## src/sne_pkg.sv

```systemverilog
// Constants, types and the command classifier for the suspend/error flags
`timescale 1ns/1ns

package sne_pkg;
    // Register port geometry
    localparam int unsigned ADDR_W = 8;
    localparam int unsigned DATA_W = 8;

    // Byte offsets of the register window
    localparam logic [7:0] OFF_CMD = 8'h00;
    localparam logic [7:0] OFF_CTRL = 8'h04;
    localparam logic [7:0] OFF_SR2 = 8'h08;
    localparam logic [7:0] OFF_SR4 = 8'h0C;
    localparam logic [7:0] OFF_SR5 = 8'h10;
    localparam logic [7:0] OFF_STAT = 8'h14;

    // Field positions
    localparam int unsigned SR2_HALTED_BIT = 7;
    localparam int unsigned SR4_PE_BIT = 5;
    localparam int unsigned SR4_EE_BIT = 4;
    localparam int unsigned SR5_ES_BIT = 3;
    localparam int unsigned SR5_PS_BIT = 2;
    localparam int unsigned CTRL_PDM_BIT = 0;
    localparam int unsigned STAT_BUSY_BIT = 0;
    localparam int unsigned STAT_SHALLOW_BIT = 1;
    localparam int unsigned STAT_ULTRA_BIT = 2;

    // Reset values
    localparam logic [7:0] RST_DATA = 8'h00;
    localparam logic RST_FLAG = 1'b0;

    // Command classes
    typedef enum logic [3:0] {
        CL_NONE = 4'h0,
        CL_ERASE = 4'h1,
        CL_PROG = 4'h2,
        CL_NVREG = 4'h3,
        CL_SUSPEND = 4'h4,
        CL_RESUME = 4'h5,
        CL_TERM = 4'h6,
        CL_RST_EN = 4'h7,
        CL_RST_DO = 4'h8,
        CL_SLEEP = 4'h9,
        CL_ULTRA = 4'hA,
        CL_WAKE = 4'hB
    } sne_cls_t;

    // Activity of the self-timed engine
    typedef enum logic [2:0] {
        ST_IDLE = 3'b000,
        ST_ERASE = 3'b001,
        ST_PROG = 3'b010,
        ST_NVREG = 3'b011,
        ST_ESUSP = 3'b100,
        ST_PSUSP = 3'b101
    } sne_op_t;

    // Power state
    typedef enum logic [1:0] {
        PW_AWAKE = 2'b00,
        PW_SHALLOW = 2'b01,
        PW_ULTRA = 2'b10
    } sne_pwr_t;
endpackage

////////////////////////////////////////////////////////////////////////////////

module sne_cmd_class
    import sne_pkg::*;
(
    input wire logic [7:0] i_opcode,
    output sne_cls_t o_cls
);
    // Opcode to command class
    always_comb begin
        case (i_opcode)
            8'h81, 8'hDB, 8'h20, 8'h52, 8'hD8,
            8'h60, 8'hC7: o_cls = CL_ERASE;
            8'h02, 8'hA2, 8'h32, 8'h88, 8'h0A,
            8'hAD, 8'hAF: o_cls = CL_PROG;
            8'h9B, 8'h01, 8'h31, 8'h11, 8'h71,
            8'h6F: o_cls = CL_NVREG;
            8'h75, 8'hB0: o_cls = CL_SUSPEND;
            8'h7A, 8'hD0: o_cls = CL_RESUME;
            8'hF0: o_cls = CL_TERM;
            8'h66: o_cls = CL_RST_EN;
            8'h99: o_cls = CL_RST_DO;
            8'hB9: o_cls = CL_SLEEP;
            8'h79: o_cls = CL_ULTRA;
            8'hAB: o_cls = CL_WAKE;
            default: o_cls = CL_NONE;
        endcase
    end
endmodule
```

## src/sne_flags.sv

```systemverilog
// Suspend nesting and program/erase error flag logic
// How it works
// - Combined suspend flag sits at bit 7 of status register two.
// - Erase-suspended flag, bit 3 of register five, set on erase suspend.
// - Program-suspended flag, bit 2 of register five, set on program suspend.
// - Combined flag always equals erase-suspended OR program-suspended.
// - Completion of a resumed operation clears its suspended flag.
// - The three flags encode none, program, erase or nested suspension.
// - A program may run, suspend and finish while an erase is suspended.
// - Nesting only erase first, program second; no erase under program.
// - Erase-error flag at bit 4 of register four marks erase faults.
// - Program-error flag at bit 5 of register four marks program faults.
// - Accepting a block or chip erase clears the erase-error flag.
// - Accepting program, OTP, status write or lock clears program error.
// - An error detected during execution sets the matching error flag.
// - Error flags hold through suspension; resume leaves them unchanged.
// - Both error flags are volatile and cleared by any reset.
// - Wake from shallow sleep keeps flags; from ultra sleep clears them.
// - Only erase codes and an erase-stopping terminate set erase error.
// - Only program, OTP, status, lock codes or terminate set program error.
// - Terminate after suspend completed is ignored; flags stay, not busy.
// - Terminate before suspend completes sets error, no suspend flag.
//
// Local design decisions: the address map and the strobed register port.
`timescale 1ns/1ns

module sne_flags
    import sne_pkg::*;
(
    input wire logic i_clk_sys,
    input wire logic i_rst,
    input wire logic [ADDR_W-1:0] i_addr,
    input wire logic [DATA_W-1:0] i_wdata,
    input wire logic i_wr,
    input wire logic i_rd,
    output logic [DATA_W-1:0] o_rdata,
    input wire logic i_eng_done,
    input wire logic i_eng_err,
    input wire logic i_eng_halted_any_flag_done,
    output logic o_eng_start,
    output logic o_eng_resume,
    output logic o_eng_suspend,
    output logic o_eng_stop,
    output logic o_busy,
    output logic o_halted_any_flag,
    output logic o_erase_suspended_flag,
    output logic o_program_suspended_flag,
    output logic o_erase_error_flag,
    output logic o_program_error_flag
);
    ////////////////////////////////////////////////////////////////////////
    // Declarations

    sne_op_t op;
    sne_op_t next_op;
    sne_pwr_t pwr;
    sne_cls_t cls;
    logic es, ps, ee, pe;
    logic next_es, next_ps;
    logic pdm, rst_armed;
    logic cmd_wr, take, soft_rst, ultra_wake, int_rst;
    logic start_ok, start_erase, start_prog, start_nv;
    logic resume, suspend, stop, set_ee, set_pe;

    // Engine activity that belongs to erase work
    function automatic logic erase_kind(input sne_op_t s);
        erase_kind = (s == ST_ERASE) || (s == ST_ESUSP);
    endfunction

    // Engine activity that belongs to program-class work
    function automatic logic prog_kind(input sne_op_t s);
        prog_kind = (s == ST_PROG) || (s == ST_PSUSP) || (s == ST_NVREG);
    endfunction

    ////////////////////////////////////////////////////////////////////////
    // Command acceptance

    sne_cmd_class u_cls (
        .i_opcode(i_wdata),
        .o_cls(cls)
    );

    assign cmd_wr = i_wr && (i_addr == OFF_CMD);
    // Asleep, only wake and (shallow) software reset get through
    assign take = cmd_wr && ((pwr == PW_AWAKE) || (cls == CL_WAKE) ||
        ((pwr == PW_SHALLOW) && ((cls == CL_RST_EN) || (cls == CL_RST_DO))));
    assign soft_rst = take && (cls == CL_RST_DO) && rst_armed;
    assign ultra_wake = take && (cls == CL_WAKE) && (pwr == PW_ULTRA);
    assign int_rst = i_rst || soft_rst || ultra_wake;

    // New work only when idle and no program is parked
    assign start_ok = (op == ST_IDLE) && !ps && (pwr == PW_AWAKE);
    assign start_erase = take && (cls == CL_ERASE) && start_ok && !es;
    assign start_prog = take && (cls == CL_PROG) && start_ok;
    assign start_nv = take && (cls == CL_NVREG) && start_ok;
    assign resume = take && (cls == CL_RESUME) && (op == ST_IDLE) &&
        (es || ps);
    assign suspend = take && (cls == CL_SUSPEND) && !i_eng_done &&
        ((op == ST_ERASE) || (op == ST_PROG));
    // Idle (suspend done) and register writes ignore terminate
    assign stop = take && (cls == CL_TERM) && (op != ST_IDLE) &&
        (op != ST_NVREG);

    // Error set terms: only erase or program activity can raise them
    assign set_ee = erase_kind(op) && (i_eng_err || stop);
    assign set_pe = prog_kind(op) && (i_eng_err || stop);

    ////////////////////////////////////////////////////////////////////////
    // Engine activity state

    // Next activity, engine events first, then the command
    always_comb begin
        next_op = op;
        unique case (op)
            ST_IDLE: begin
            end
            ST_ERASE, ST_PROG, ST_NVREG: begin
                if (i_eng_done) begin
                    next_op = ST_IDLE;
                end
            end
            ST_ESUSP, ST_PSUSP: begin
                if (i_eng_halted_any_flag_done || i_eng_done) begin
                    next_op = ST_IDLE;
                end
            end
            default: begin
                next_op = ST_IDLE;
            end
        endcase
        if (start_erase) begin
            next_op = ST_ERASE;
        end else if (start_prog) begin
            next_op = ST_PROG;
        end else if (start_nv) begin
            next_op = ST_NVREG;
        end else if (resume) begin
            next_op = ps ? ST_PROG : ST_ERASE;
        end else if (suspend) begin
            next_op = (op == ST_ERASE) ? ST_ESUSP : ST_PSUSP;
        end else if (stop) begin
            next_op = ST_IDLE;
        end
        if (int_rst) begin
            next_op = ST_IDLE;
        end
    end

    // Activity register and busy
    always_ff @(posedge i_clk_sys) begin
        op <= next_op;
        o_busy <= (next_op != ST_IDLE);
    end

    ////////////////////////////////////////////////////////////////////////
    // Suspend flags

    // Suspended flags: set on finished suspend, cleared on end of work
    always_comb begin
        next_es = es;
        next_ps = ps;
        if (erase_kind(op) && (i_eng_done || stop)) begin
            next_es = 1'b0;
        end
        if ((op == ST_ESUSP) && i_eng_halted_any_flag_done && !stop && !i_eng_done) begin
            next_es = 1'b1;
        end
        if ((op == ST_PROG || op == ST_PSUSP) && (i_eng_done || stop)) begin
            next_ps = 1'b0;
        end
        if ((op == ST_PSUSP) && i_eng_halted_any_flag_done && !stop && !i_eng_done) begin
            next_ps = 1'b1;
        end
        if (int_rst) begin
            next_es = RST_FLAG;
            next_ps = RST_FLAG;
        end
    end

    // Flags and their combined view, never host-writable
    always_ff @(posedge i_clk_sys) begin
        es <= next_es;
        ps <= next_ps;
        o_halted_any_flag <= next_es || next_ps;
    end

    assign o_erase_suspended_flag = es;
    assign o_program_suspended_flag = ps;

    ////////////////////////////////////////////////////////////////////////
    // Error flags

    // Erase error: cleared on a new erase, set wins over clear
    always_ff @(posedge i_clk_sys) begin
        if (int_rst) begin
            ee <= RST_FLAG;
        end else if (set_ee) begin
            ee <= 1'b1;
        end else if (start_erase) begin
            ee <= 1'b0;
        end
    end

    // Program error: cleared on program-class command
    always_ff @(posedge i_clk_sys) begin
        if (int_rst) begin
            pe <= RST_FLAG;
        end else if (set_pe) begin
            pe <= 1'b1;
        end else if (start_prog || start_nv) begin
            pe <= 1'b0;
        end
    end

    assign o_erase_error_flag = ee;
    assign o_program_error_flag = pe;

    ////////////////////////////////////////////////////////////////////////
    // Power state, reset arming and control register

    // Sleep entry and exit
    always_ff @(posedge i_clk_sys) begin
        if (int_rst) begin
            pwr <= PW_AWAKE;
        end else if (take && (op == ST_IDLE) && (pwr == PW_AWAKE) &&
                (cls == CL_SLEEP)) begin
            pwr <= pdm ? PW_SHALLOW : PW_ULTRA;
        end else if (take && (op == ST_IDLE) && (pwr == PW_AWAKE) &&
                (cls == CL_ULTRA)) begin
            pwr <= PW_ULTRA;
        end else if (take && (cls == CL_WAKE)) begin
            pwr <= PW_AWAKE;
        end
    end

    // Reset enable must directly precede the reset command
    always_ff @(posedge i_clk_sys) begin
        if (int_rst) begin
            rst_armed <= 1'b0;
        end else if (take) begin
            rst_armed <= (cls == CL_RST_EN);
        end
    end

    // Power-down mode select
    always_ff @(posedge i_clk_sys) begin
        if (int_rst) begin
            pdm <= 1'b0;
        end else if (i_wr && (i_addr == OFF_CTRL)) begin
            pdm <= i_wdata[CTRL_PDM_BIT];
        end
    end

    // Engine command pulses
    always_ff @(posedge i_clk_sys) begin
        if (i_rst) begin
            o_eng_start <= 1'b0;
            o_eng_resume <= 1'b0;
            o_eng_suspend <= 1'b0;
            o_eng_stop <= 1'b0;
        end else begin
            o_eng_start <= !int_rst && (start_erase || start_prog || start_nv);
            o_eng_resume <= !int_rst && resume;
            o_eng_suspend <= !int_rst && suspend;
            o_eng_stop <= !int_rst && stop;
        end
    end

    ////////////////////////////////////////////////////////////////////////
    // Register reads, data in the cycle after the strobe only

    always_ff @(posedge i_clk_sys) begin
        o_rdata <= RST_DATA;
        if (!i_rst && i_rd) begin
            unique case (i_addr)
                OFF_CTRL: o_rdata[CTRL_PDM_BIT] <= pdm;
                OFF_SR2: o_rdata[SR2_HALTED_BIT] <= o_halted_any_flag;
                OFF_SR4: begin
                    o_rdata[SR4_PE_BIT] <= pe;
                    o_rdata[SR4_EE_BIT] <= ee;
                end
                OFF_SR5: begin
                    o_rdata[SR5_ES_BIT] <= es;
                    o_rdata[SR5_PS_BIT] <= ps;
                end
                OFF_STAT: begin
                    o_rdata[STAT_BUSY_BIT] <= o_busy;
                    o_rdata[STAT_SHALLOW_BIT] <= (pwr == PW_SHALLOW);
                    o_rdata[STAT_ULTRA_BIT] <= (pwr == PW_ULTRA);
                end
                default: begin
                end
            endcase
        end
    end
endmodule

```

## config.mk

```make
export PLATFORM = sky130hd
export DESIGN_NAME = sne_flags
export DESIGN_NICKNAME = d
export VERILOG_FILES = /design/src/sne_pkg.sv /design/src/sne_flags.sv
export SDC_FILE = /design/constraint.sdc
export NUM_CORES = 1
export LEC_CHECK = 0
export BUFFER_PORTS_ARGS = -buffer_cell sky130_fd_sc_hd__buf_2
export CAP_MARGIN = 40
export CORE_ASPECT_RATIO = 0.9
export CORE_MARGIN = 1
export CORE_UTILIZATION = 25
export DETAILED_ROUTE_END_ITERATION = 7
export PLACE_DENSITY = 0.48
export SLEW_MARGIN = 20
export SYNTH_ARGS = -nofsm -noshare
export SYNTH_HDL_FRONTEND = slang
export SYNTH_HIERARCHICAL = 1
export SYNTH_SLANG_ARGS = --single-unit
```

## constraint.sdc

```tcl
create_clock -name i_clk_sys -period 6.9 [get_ports i_clk_sys]
set_input_delay 0.69 -clock i_clk_sys [delete_from_list [all_inputs] [get_ports i_clk_sys]]
set_output_delay 0.69 -clock i_clk_sys [all_outputs]
set_load 0.005 [all_outputs]
```

==> results of run 1 <==
==> layout make-up <==
cell class | instances | area, um2 | share of cell area, %
Clock inverter | 1 | 30.0 | 1.38
Inverter | 11 | 41.3 | 1.90
Multi-Input combinational cell | 193 | 1270 | 58.4
Sequential cell | 24 | 480 | 22.1
Tap cell | 93 | 116 | 5.36
Clock buffer | 3 | 41.3 | 1.90
Timing Repair Buffer | 39 | 195 | 8.99
==> through the flow <==
step | power [mW] | std cells
detailed placement | 0.191 | 360
finish | 0.311 | 364
floorplan | 0.176 | 247
global route | 0.328 | 364
CTS | 0.315 | 364
global placement | 0.191 | 360
==> layer usage <==
layer / part of all wire [%] / up-vias / global-route usage, %
met2: 42 / 68 / 17.7
li1: - / 967 / -
met1: 52 / 872 / 20.5
met5: 0 / - / 0
met3: 5.8 / 4 / 2.26
met4: 0.72 / 0 / 2.52
==> power by group <==
part           total [mW]  switching [mW]  internal, mW
logic              0.0468          0.0292        0.0176
registers           0.141         0.00133         0.140
clock network       0.123          0.0455        0.0776
total               0.311          0.0760         0.235
==> worst max-delay path: cells and delay by family <==
family                 cells  cell delay, ps
AO/OA/AOI/OAI              6            1300
buffers and inverters      1             280
AND/OR/NAND/NOR            4            1440
==> kinds of logic after synthesis <==
kind of cell    Yosys count
compound gates           62
other cells               1
flops                    24
simple gates            125
mux                       2
xor+xnor                  3
buf+inv                  30
==> placed cells by master, fill, tap and decap left out, types with 2 or more instances in the layout <==
cell / count
buf_2: 39
dfxtp_1: 24
nor2_1: 21
nand2_1: 17
inv_1: 11
o21ai_0: 10
a21oi_1: 9
nor3_1: 8
nand2b_1: 8
nor4_1: 7
nand3_1: 7
or3_1: 6
nor2b_1: 6
nand4_1: 5
o211ai_1: 4
nor3b_1: 4
o2111ai_1: 4
a31oi_1: 4
o31ai_1: 4
nand3b_1: 4
nand4b_1: 4
and2_1: 3
and3_1: 3
or3b_2: 3
a211oi_1: 3
clkbuf_8: 3
nor4b_1: 2
or2b_1: 2
a21oi_2: 2
xor2_1: 2
o22ai_1: 2
nor3b_2: 2
a21o_1: 2
or4_1: 2
a32oi_1: 2
or4b_1: 2
==> path summary, 6_finish.rpt <==
path                              from    endpoint  slack, ps  depth (start not counted)
setup / recovery            i_wdata[1]      o_busy       3320                         11
hold / removal    o_program_error_flag  o_rdata[5]        450                          2
setup reg to reg                 op[0]       op[0]       4780                          6
hold reg to reg   o_program_error_flag  o_rdata[5]        450                          2
==> run metrics, run 1 <==
clock buffer depth 2; worst-path fanout max 21; Tcrit/Tclk final 51.8%; Final setup viols 0; aggregate global routing overflow 0; number of max-cap violations 0; post-synthesis compound-gate area fraction 24.0%; CP Launch Type input port; chip width 93.8 um; Netlist cell types 68; multiplexer share of the synthesized area 1.12%; CP endpoint kind register; Leakage 0.768 nW; Seq/Total Area, Yosys 25.3%; Pre-Repair DR Iteration Count 4; largest family of logic cells by synthesized area simple AND/OR/NAND/NOR gates; WP data arrival 3720 ps; area grow syn2layout 14.5%; slowest stage delay, CP 670 ps; Filler cells 785; postcts setup bufs 0; post-route ant nets 0; Post-Synth Simple-Gate Area 40.1%; Worst slew margin 49.1%; Hold Vio Cnt, Final 0; TNS Setup 0 ps; count leader, synth dfxtp_1; Adder-Cell Fraction of Synth Area 0%; fin crit period 3580 ps; die area 0.00794 mm2; clock sinks 24; Final HPWL DP 3610 um; final core occ 30.2%; max reg flops 7; number of enable flip-flop cells after synthesis 0; overall routing resource usage 12.9%; Post-Route WL 5000 um; starting density of the core 26.4%; Worst-Skew Late Latency 270 ps; post-synth top area cell dfxtp_1; cell count after synthesis 247; worst vdd ir 0.0723 mV; clk slew on worst S/H paths 90 ps; Async SR Flop Fraction 0%; Hold/Removal Path Class register to register; vias post-DR 1911; initial antenna violation count 0; clk root buf clkbuf_8; Iter 0 DRT Violations 203; Total Nets Final 295; Yosys top cell area share 25.3%; number of synthesized register bits 24; Avg Synthesized Cell Area 7.68 um2; GP Congestion 0.881; Setup WS post-layout 3320 ps; crit-path cells buf_2 -> nor2b_1 -> a31o_2 -> a32oi_1 -> o2111ai_1 -> or4b_4 -> a21o_2 -> nor4_1 -> a211oi_1 -> nor3b_2 -> a31oi_1; Setup CP Type input port to register; Hold Buf Count CTS 0; htree depth 1; dominant synthesized flop cell dfxtp_1; PD cells 143 mW/mm2; Core Region 0.00718 mm2; dpl ws 3060 ps; top post-synthesis cells by count dfxtp_1, nor2_1, nand2_1; Synthesized Nets 270; RSZ-0062 raised after global routing no; cell area after layout 0.00217 mm2; f_max 280 MHz; outcome finished, final reports clean; Ports 41; Top reg by flops o_rdata; Post-Synth XOR/XNOR Area 1.39%; Num CTS Buffers 3; CP max-delay cell or4b_4; Vias/cell 5.25; ANT cells 0; Cell Rows 29; Mapped Area 0.00190 mm2; DR WL/cell 13.7 um; CTS tree built; CP required 7050 ps; share of cells above drive strength 1 23.2%; Worst Tran Pin Value 763 ps; Synthesis Warnings 6; die height 84.6 um; Layout Skew 2.94 ps; first-pass GRT wire length 8280 um; vias in the first global route 1621; cts repair resizes 0; largest net degree at the start of global routing 22; DR DRC count 0; Area after DPL 0.00210 mm2; largest registers o_rdata: 7 flops, op: 3 flops, pwr: 2 flops; final slew viol count 0; IO buf count 39; dominant cells by area after synthesis dfxtp_1, nor2_1, nand2_1, nand2b_1, o21ai_0; WHS 452 ps
No activity file was read; power rests on OpenSTA's default activity.
==> run 2: changes to the inputs <==
==> constraint.sdc (replaced) <==
create_clock -name i_clk_sys -period 3.4 [get_ports i_clk_sys]
set_input_delay 0.34 -clock i_clk_sys [delete_from_list [all_inputs] [get_ports i_clk_sys]]
set_output_delay 0.34 -clock i_clk_sys [all_outputs]
set_load 0.005 [all_outputs]
==> run 2 against run 1 <==
Sequential share of layout area shrank 0.23 points. Largest power group unchanged. Register-to-register slack got worse by 3500 ps. Sequential power is 100% higher.
==> run metrics, run 2 (synthesis gave the netlist of run 1 again) <==
share of cells above drive strength 1 24.1%; Seq pwr share 44.9%; switching part of the total 25.0%; Worst slew margin 51.0%; worst-path fanout max 18; RSZ-0062 raised after global routing no; vias post-DR 1943; Num CTS Buffers 3; max reg flops 7; Hold Buf Count CTS 0; IO buf count 39; fin crit period 3050 ps; Setup CP Type input port to register; flop2flop setup slack 1280 ps; Vias/cell 5.29; Final HPWL DP 3800 um; Core Region 0.00718 mm2; FF-to-FF Start op[0]; Psw 0.159 mW; clock share of power 39.8%; outcome finished, final reports clean; largest registers o_rdata: 7 flops, op: 3 flops, pwr: 2 flops; ANT cells 0; Worst Tran Pin Value 729 ps; Hold Vio Cnt, Final 0; DR WL/cell 14.1 um; clk root buf clkbuf_8; DR DRC count 0; Worst Setup EP o_eng_stop; Pre-Repair DR Iteration Count 4; Reg2Reg Capture Point op[0]; CP endpoint kind register; most frequent cells in the layout buf_2, dfxtp_1, nor2_1, nand2_1, inv_1; largest net degree at the start of global routing 22; area grow syn2layout 15.7%; total chip power 0.638 mW; Crit. Startpoint i_wdata[4]; number of max-cap violations 0; htree depth 1; Cell Rows 29; CP Launch Type input port; clk slew on worst S/H paths 90 ps; Hold/Removal Path Class input port to register; aggregate global routing overflow 0; P_int 0.479 mW; initial antenna violation count 0; WP data arrival 3190 ps; most common cell after layout, fill and taps aside buf_2; Top reg by flops o_rdata; worst vdd ir 0.153 mV; CTS tree built; vias in the first global route 1757; die area 0.00794 mm2; TNS Setup 0 ps; Final setup viols 0; clock buffer depth 2; combinational share of power 15.4%; Leakage 0.784 nW; f_max 328 MHz; chip width 93.8 um; GP Congestion 0.880; Layout Skew 1.92 ps; postcts setup bufs 0; final slew viol count 0; Tcrit/Tclk final 89.7%; first-pass GRT wire length 8730 um; CP required 3540 ps; Post-Route WL 5170 um; PD cells 291 mW/mm2; overall routing resource usage 13.4%; Total Nets Final 298; starting density of the core 26.4%; die height 84.6 um; Reg2Reg Depth 6; Ports 41; Worst-Skew Late Latency 270 ps; clock sinks 24; Iter 0 DRT Violations 256; cts repair resizes 0; post-route ant nets 0
[run 2: cell count changes in the layout (fill, tap and decap cells not counted), sizes merged]
cell,delta
buf,+3
[run 2: power groups by stage]
stage                     sequential [mW]  clock (mW)  combinational, mW
after floorplan                     0.292           0             0.0653
after global placement              0.293           0             0.0980
after detailed placement            0.293           0             0.0966
after CTS                           0.286       0.261             0.0971
after global routing                0.287       0.275              0.109
final                               0.286       0.254             0.0981
[run 2: how the worst min path moves through the flow]
| stage | end | from | cells past startpoint | slack, ps |
|---|---|---|---|---|
| 6_report | o_rdata[7] | i_addr[3] | 3 | 340 |
| 3_5_place_dp | o_rdata[5] | o_program_error_flag | 2 | 440 |
| 3_3_place_gp | o_rdata[5] | o_program_error_flag | 2 | 440 |
| 2_1_floorplan | o_rdata[5] | o_program_error_flag | 2 | 440 |
| 4_1_cts | o_rdata[7] | i_addr[3] | 3 | 330 |
| 5_1_grt | o_rdata[7] | i_addr[3] | 3 | 350 |
[run 2: worst max-delay path, cell delays in order]
cell,delay (ps)
buf_2,260
nor3b_2,300
a21oi_1,100
or4_1,500
nand3_1,210
or3b_2,480
a21oi_2,240
or2_4,180
a41o_2,340
or2_2,190
nor2_1,50
[run 2: area by class of cell]
| type | instances | area, um2 |
|---|---|---|
| multi-input combinational | 193 | 1270 |
| tap | 93 | 116 |
| timing repair buffer | 42 | 218 |
| fill | 778 | 4990 |
| inverter | 11 | 41.3 |
| sequential | 24 | 480 |
| clock inverter | 1 | 30.0 |
| clock buffer | 3 | 41.3 |
[run 2: metrics by stage]
| stage | cell area [um2] | hold slack [ps] | instances | setup WS (ps) | utilization, % |
|---|---|---|---|---|---|
| after CTS | 2190 | 333 | 367 | 398 | 30.5 |
| after global routing | 2190 | 347 | 367 | 113 | 30.5 |
| after global placement | 2120 | 438 | 363 | 168 | 29.6 |
| after floorplan | 1900 | 438 | 247 | 492 | - |
| after detailed placement | 2120 | 439 | 363 | 122 | 29.6 |
| final | 2190 | 339 | 367 | 351 | 30.5 |
[run 2: per-layer routing]
metal / vias to the layer above / global-route usage [%] / routed length (um)
li1: 973 / - / -
met1: 898 / 20.3 / 2650
met2: 70 / 19.8 / 2160
met3: 2 / 2.17 / 330
met4: 0 / 2.24 / 31
met5: - / 0 / 0
==> run 3: changes to the inputs <==
--- a/config.mk
+++ b/config.mk
@@ -5,13 +5,12 @@
 export SDC_FILE = /design/constraint.sdc
 export NUM_CORES = 1
 export LEC_CHECK = 0
-export BUFFER_PORTS_ARGS = -buffer_cell sky130_fd_sc_hd__buf_2
 export CAP_MARGIN = 40
 export CORE_ASPECT_RATIO = 0.9
 export CORE_MARGIN = 1
 export CORE_UTILIZATION = 25
 export DETAILED_ROUTE_END_ITERATION = 7
-export PLACE_DENSITY = 0.48
+export DONT_BUFFER_PORTS = 1
 export SLEW_MARGIN = 20
 export SYNTH_ARGS = -nofsm -noshare
 export SYNTH_HDL_FRONTEND = slang
==> run 3 against run 2 <==
Sequential power about the same. Clock power shrank 2%. Clock skew about the same. Critical endpoint is now o_eng_resume.
==> run metrics, run 3 (synthesis gave the netlist of run 1 again) <==
final core occ 27.7%; number of max-cap violations 0; IO buf count 0; ANT cells 0; DR WL/cell 14.2 um; largest registers o_rdata: 7 flops, op: 3 flops, pwr: 2 flops; worst vdd ir 0.140 mV; f_max 368 MHz; initial antenna violation count 0; Reg2Reg Capture Point o_busy; clk slew on worst S/H paths 90 ps; largest net degree at the start of global routing 22; Hold/Removal Path Class input port to register; Top reg by flops o_rdata; Filler cells 764; CP required 3550 ps; CTS tree built; Worst slew margin 57.2%; Seq pwr share 48.3%; postcts setup bufs 0; Inst Count DP 323; Num CTS Buffers 3; Area after DPL 0.00192 mm2; hold path start i_addr[2]; vias post-DR 1789; Leakage 0.598 nW; first-pass GRT wire length 7890 um; Final setup viols 0; Worst Tran Pin Value 636 ps; Tcrit/Tclk final 79.9%; fin crit period 2720 ps; cts repair resizes 0; Setup CP Type input port to register; final slew viol count 0; FF-to-FF Start op[0]; area grow syn2layout 5.01%; flop2flop setup slack 1350 ps; Worst-Skew Late Latency 260 ps; Layout Skew 2.34 ps; Worst Setup EP o_eng_resume; GP Congestion 0.848; Hold Buf Count CTS 0; Iter 0 DRT Violations 204; Total Nets Final 258; P_int 0.468 mW; starting density of the core 26.4%; switching part of the total 21.1%; overall routing resource usage 11.9%; combinational share of power 9.6%; post-route ant nets 0; cell area after layout 0.00199 mm2; clock buffer depth 2; Core Region 0.00718 mm2; Ports 41; DR DRC count 0; die area 0.00794 mm2; clock share of power 42.0%; htree depth 1; clock sinks 24; Pre-Repair DR Iteration Count 4; most common cell after layout, fill and taps aside dfxtp_1; vias in the first global route 1625; die height 84.6 um; Vias/cell 5.47; Hold Vio Cnt, Final 0; clk root buf clkbuf_8; worst-path fanout max 21; aggregate global routing overflow 0; Reg2Reg Depth 6; outcome finished, final reports clean; CP endpoint kind register; Crit. Startpoint i_wdata[1]; max reg flops 7; Cell Rows 29; chip width 93.8 um; WHS 142 ps; Final HPWL DP 3350 um; RSZ-0062 raised after global routing no; PD cells 298 mW/mm2; Setup WS post-layout 684 ps; dpl ws 406 ps; share of cells above drive strength 1 11.1%; WP data arrival 2860 ps; Psw 0.125 mW; most frequent cells in the layout dfxtp_1, nor2_1, nand2_1, inv_1, o21ai_0; total chip power 0.593 mW; post-route insts no fill 327; Post-Route WL 4660 um; CP Launch Type input port; TNS Setup 0 ps
run 3: cell count changes in the layout (fill, tap and decap cells not counted):
cell   before  now
buf_4       3    2
buf_2      39    0
run 3: routing by layer:
layer  vias up  part of all wire, %  global-route usage, %
met3         4                  5.1                   1.63
li1        891                    -                      -
met2        75                   46                   19.6
met5         -                    0                      0
met4         0                 0.73                   1.68
met1       819                   48                   16.8
run 3: layout make-up:
cell class,instances,area [um2],area share (%)
clock buffers,3,41.3,2.07
clock inverters,1,30.0,1.51
inverters,11,41.3,2.07
multi-input cells,193,1270,63.6
flip-flops and latches,24,480,24.1
well taps,93,116,5.84
repair buffers,2,15.0,0.754
run 3: critical path: stages:
cell,delay (ps)
nor3b_2,230
a21oi_1,100
or4_1,500
nand3_1,200
or3b_2,480
a21oi_2,230
or2_4,170
a41o_2,370
or2_2,190
nor2_1,50
run 3: power groups by stage:
stage               sequential (mW)  clock [mW]  combinational [mW]
floorplan                     0.292           0              0.0653
global placement              0.294           0              0.0565
detailed placement            0.294           0              0.0562
CTS                           0.287       0.257              0.0566
global route                  0.287       0.267              0.0628
finish                        0.287       0.249              0.0572
run 3: worst min path at each step:
| stage | end | slack (ps) | cells after the start |
|---|---|---|---|
| 2_1_floorplan | o_rdata[5] | 440 | 2 |
| 3_3_place_gp | o_rdata[7] | 420 | 1 |
| 3_5_place_dp | o_rdata[7] | 420 | 1 |
| 4_1_cts | o_rdata[7] | 140 | 1 |
| 5_1_grt | o_rdata[7] | 130 | 1 |
| 6_report | o_rdata[7] | 140 | 1 |
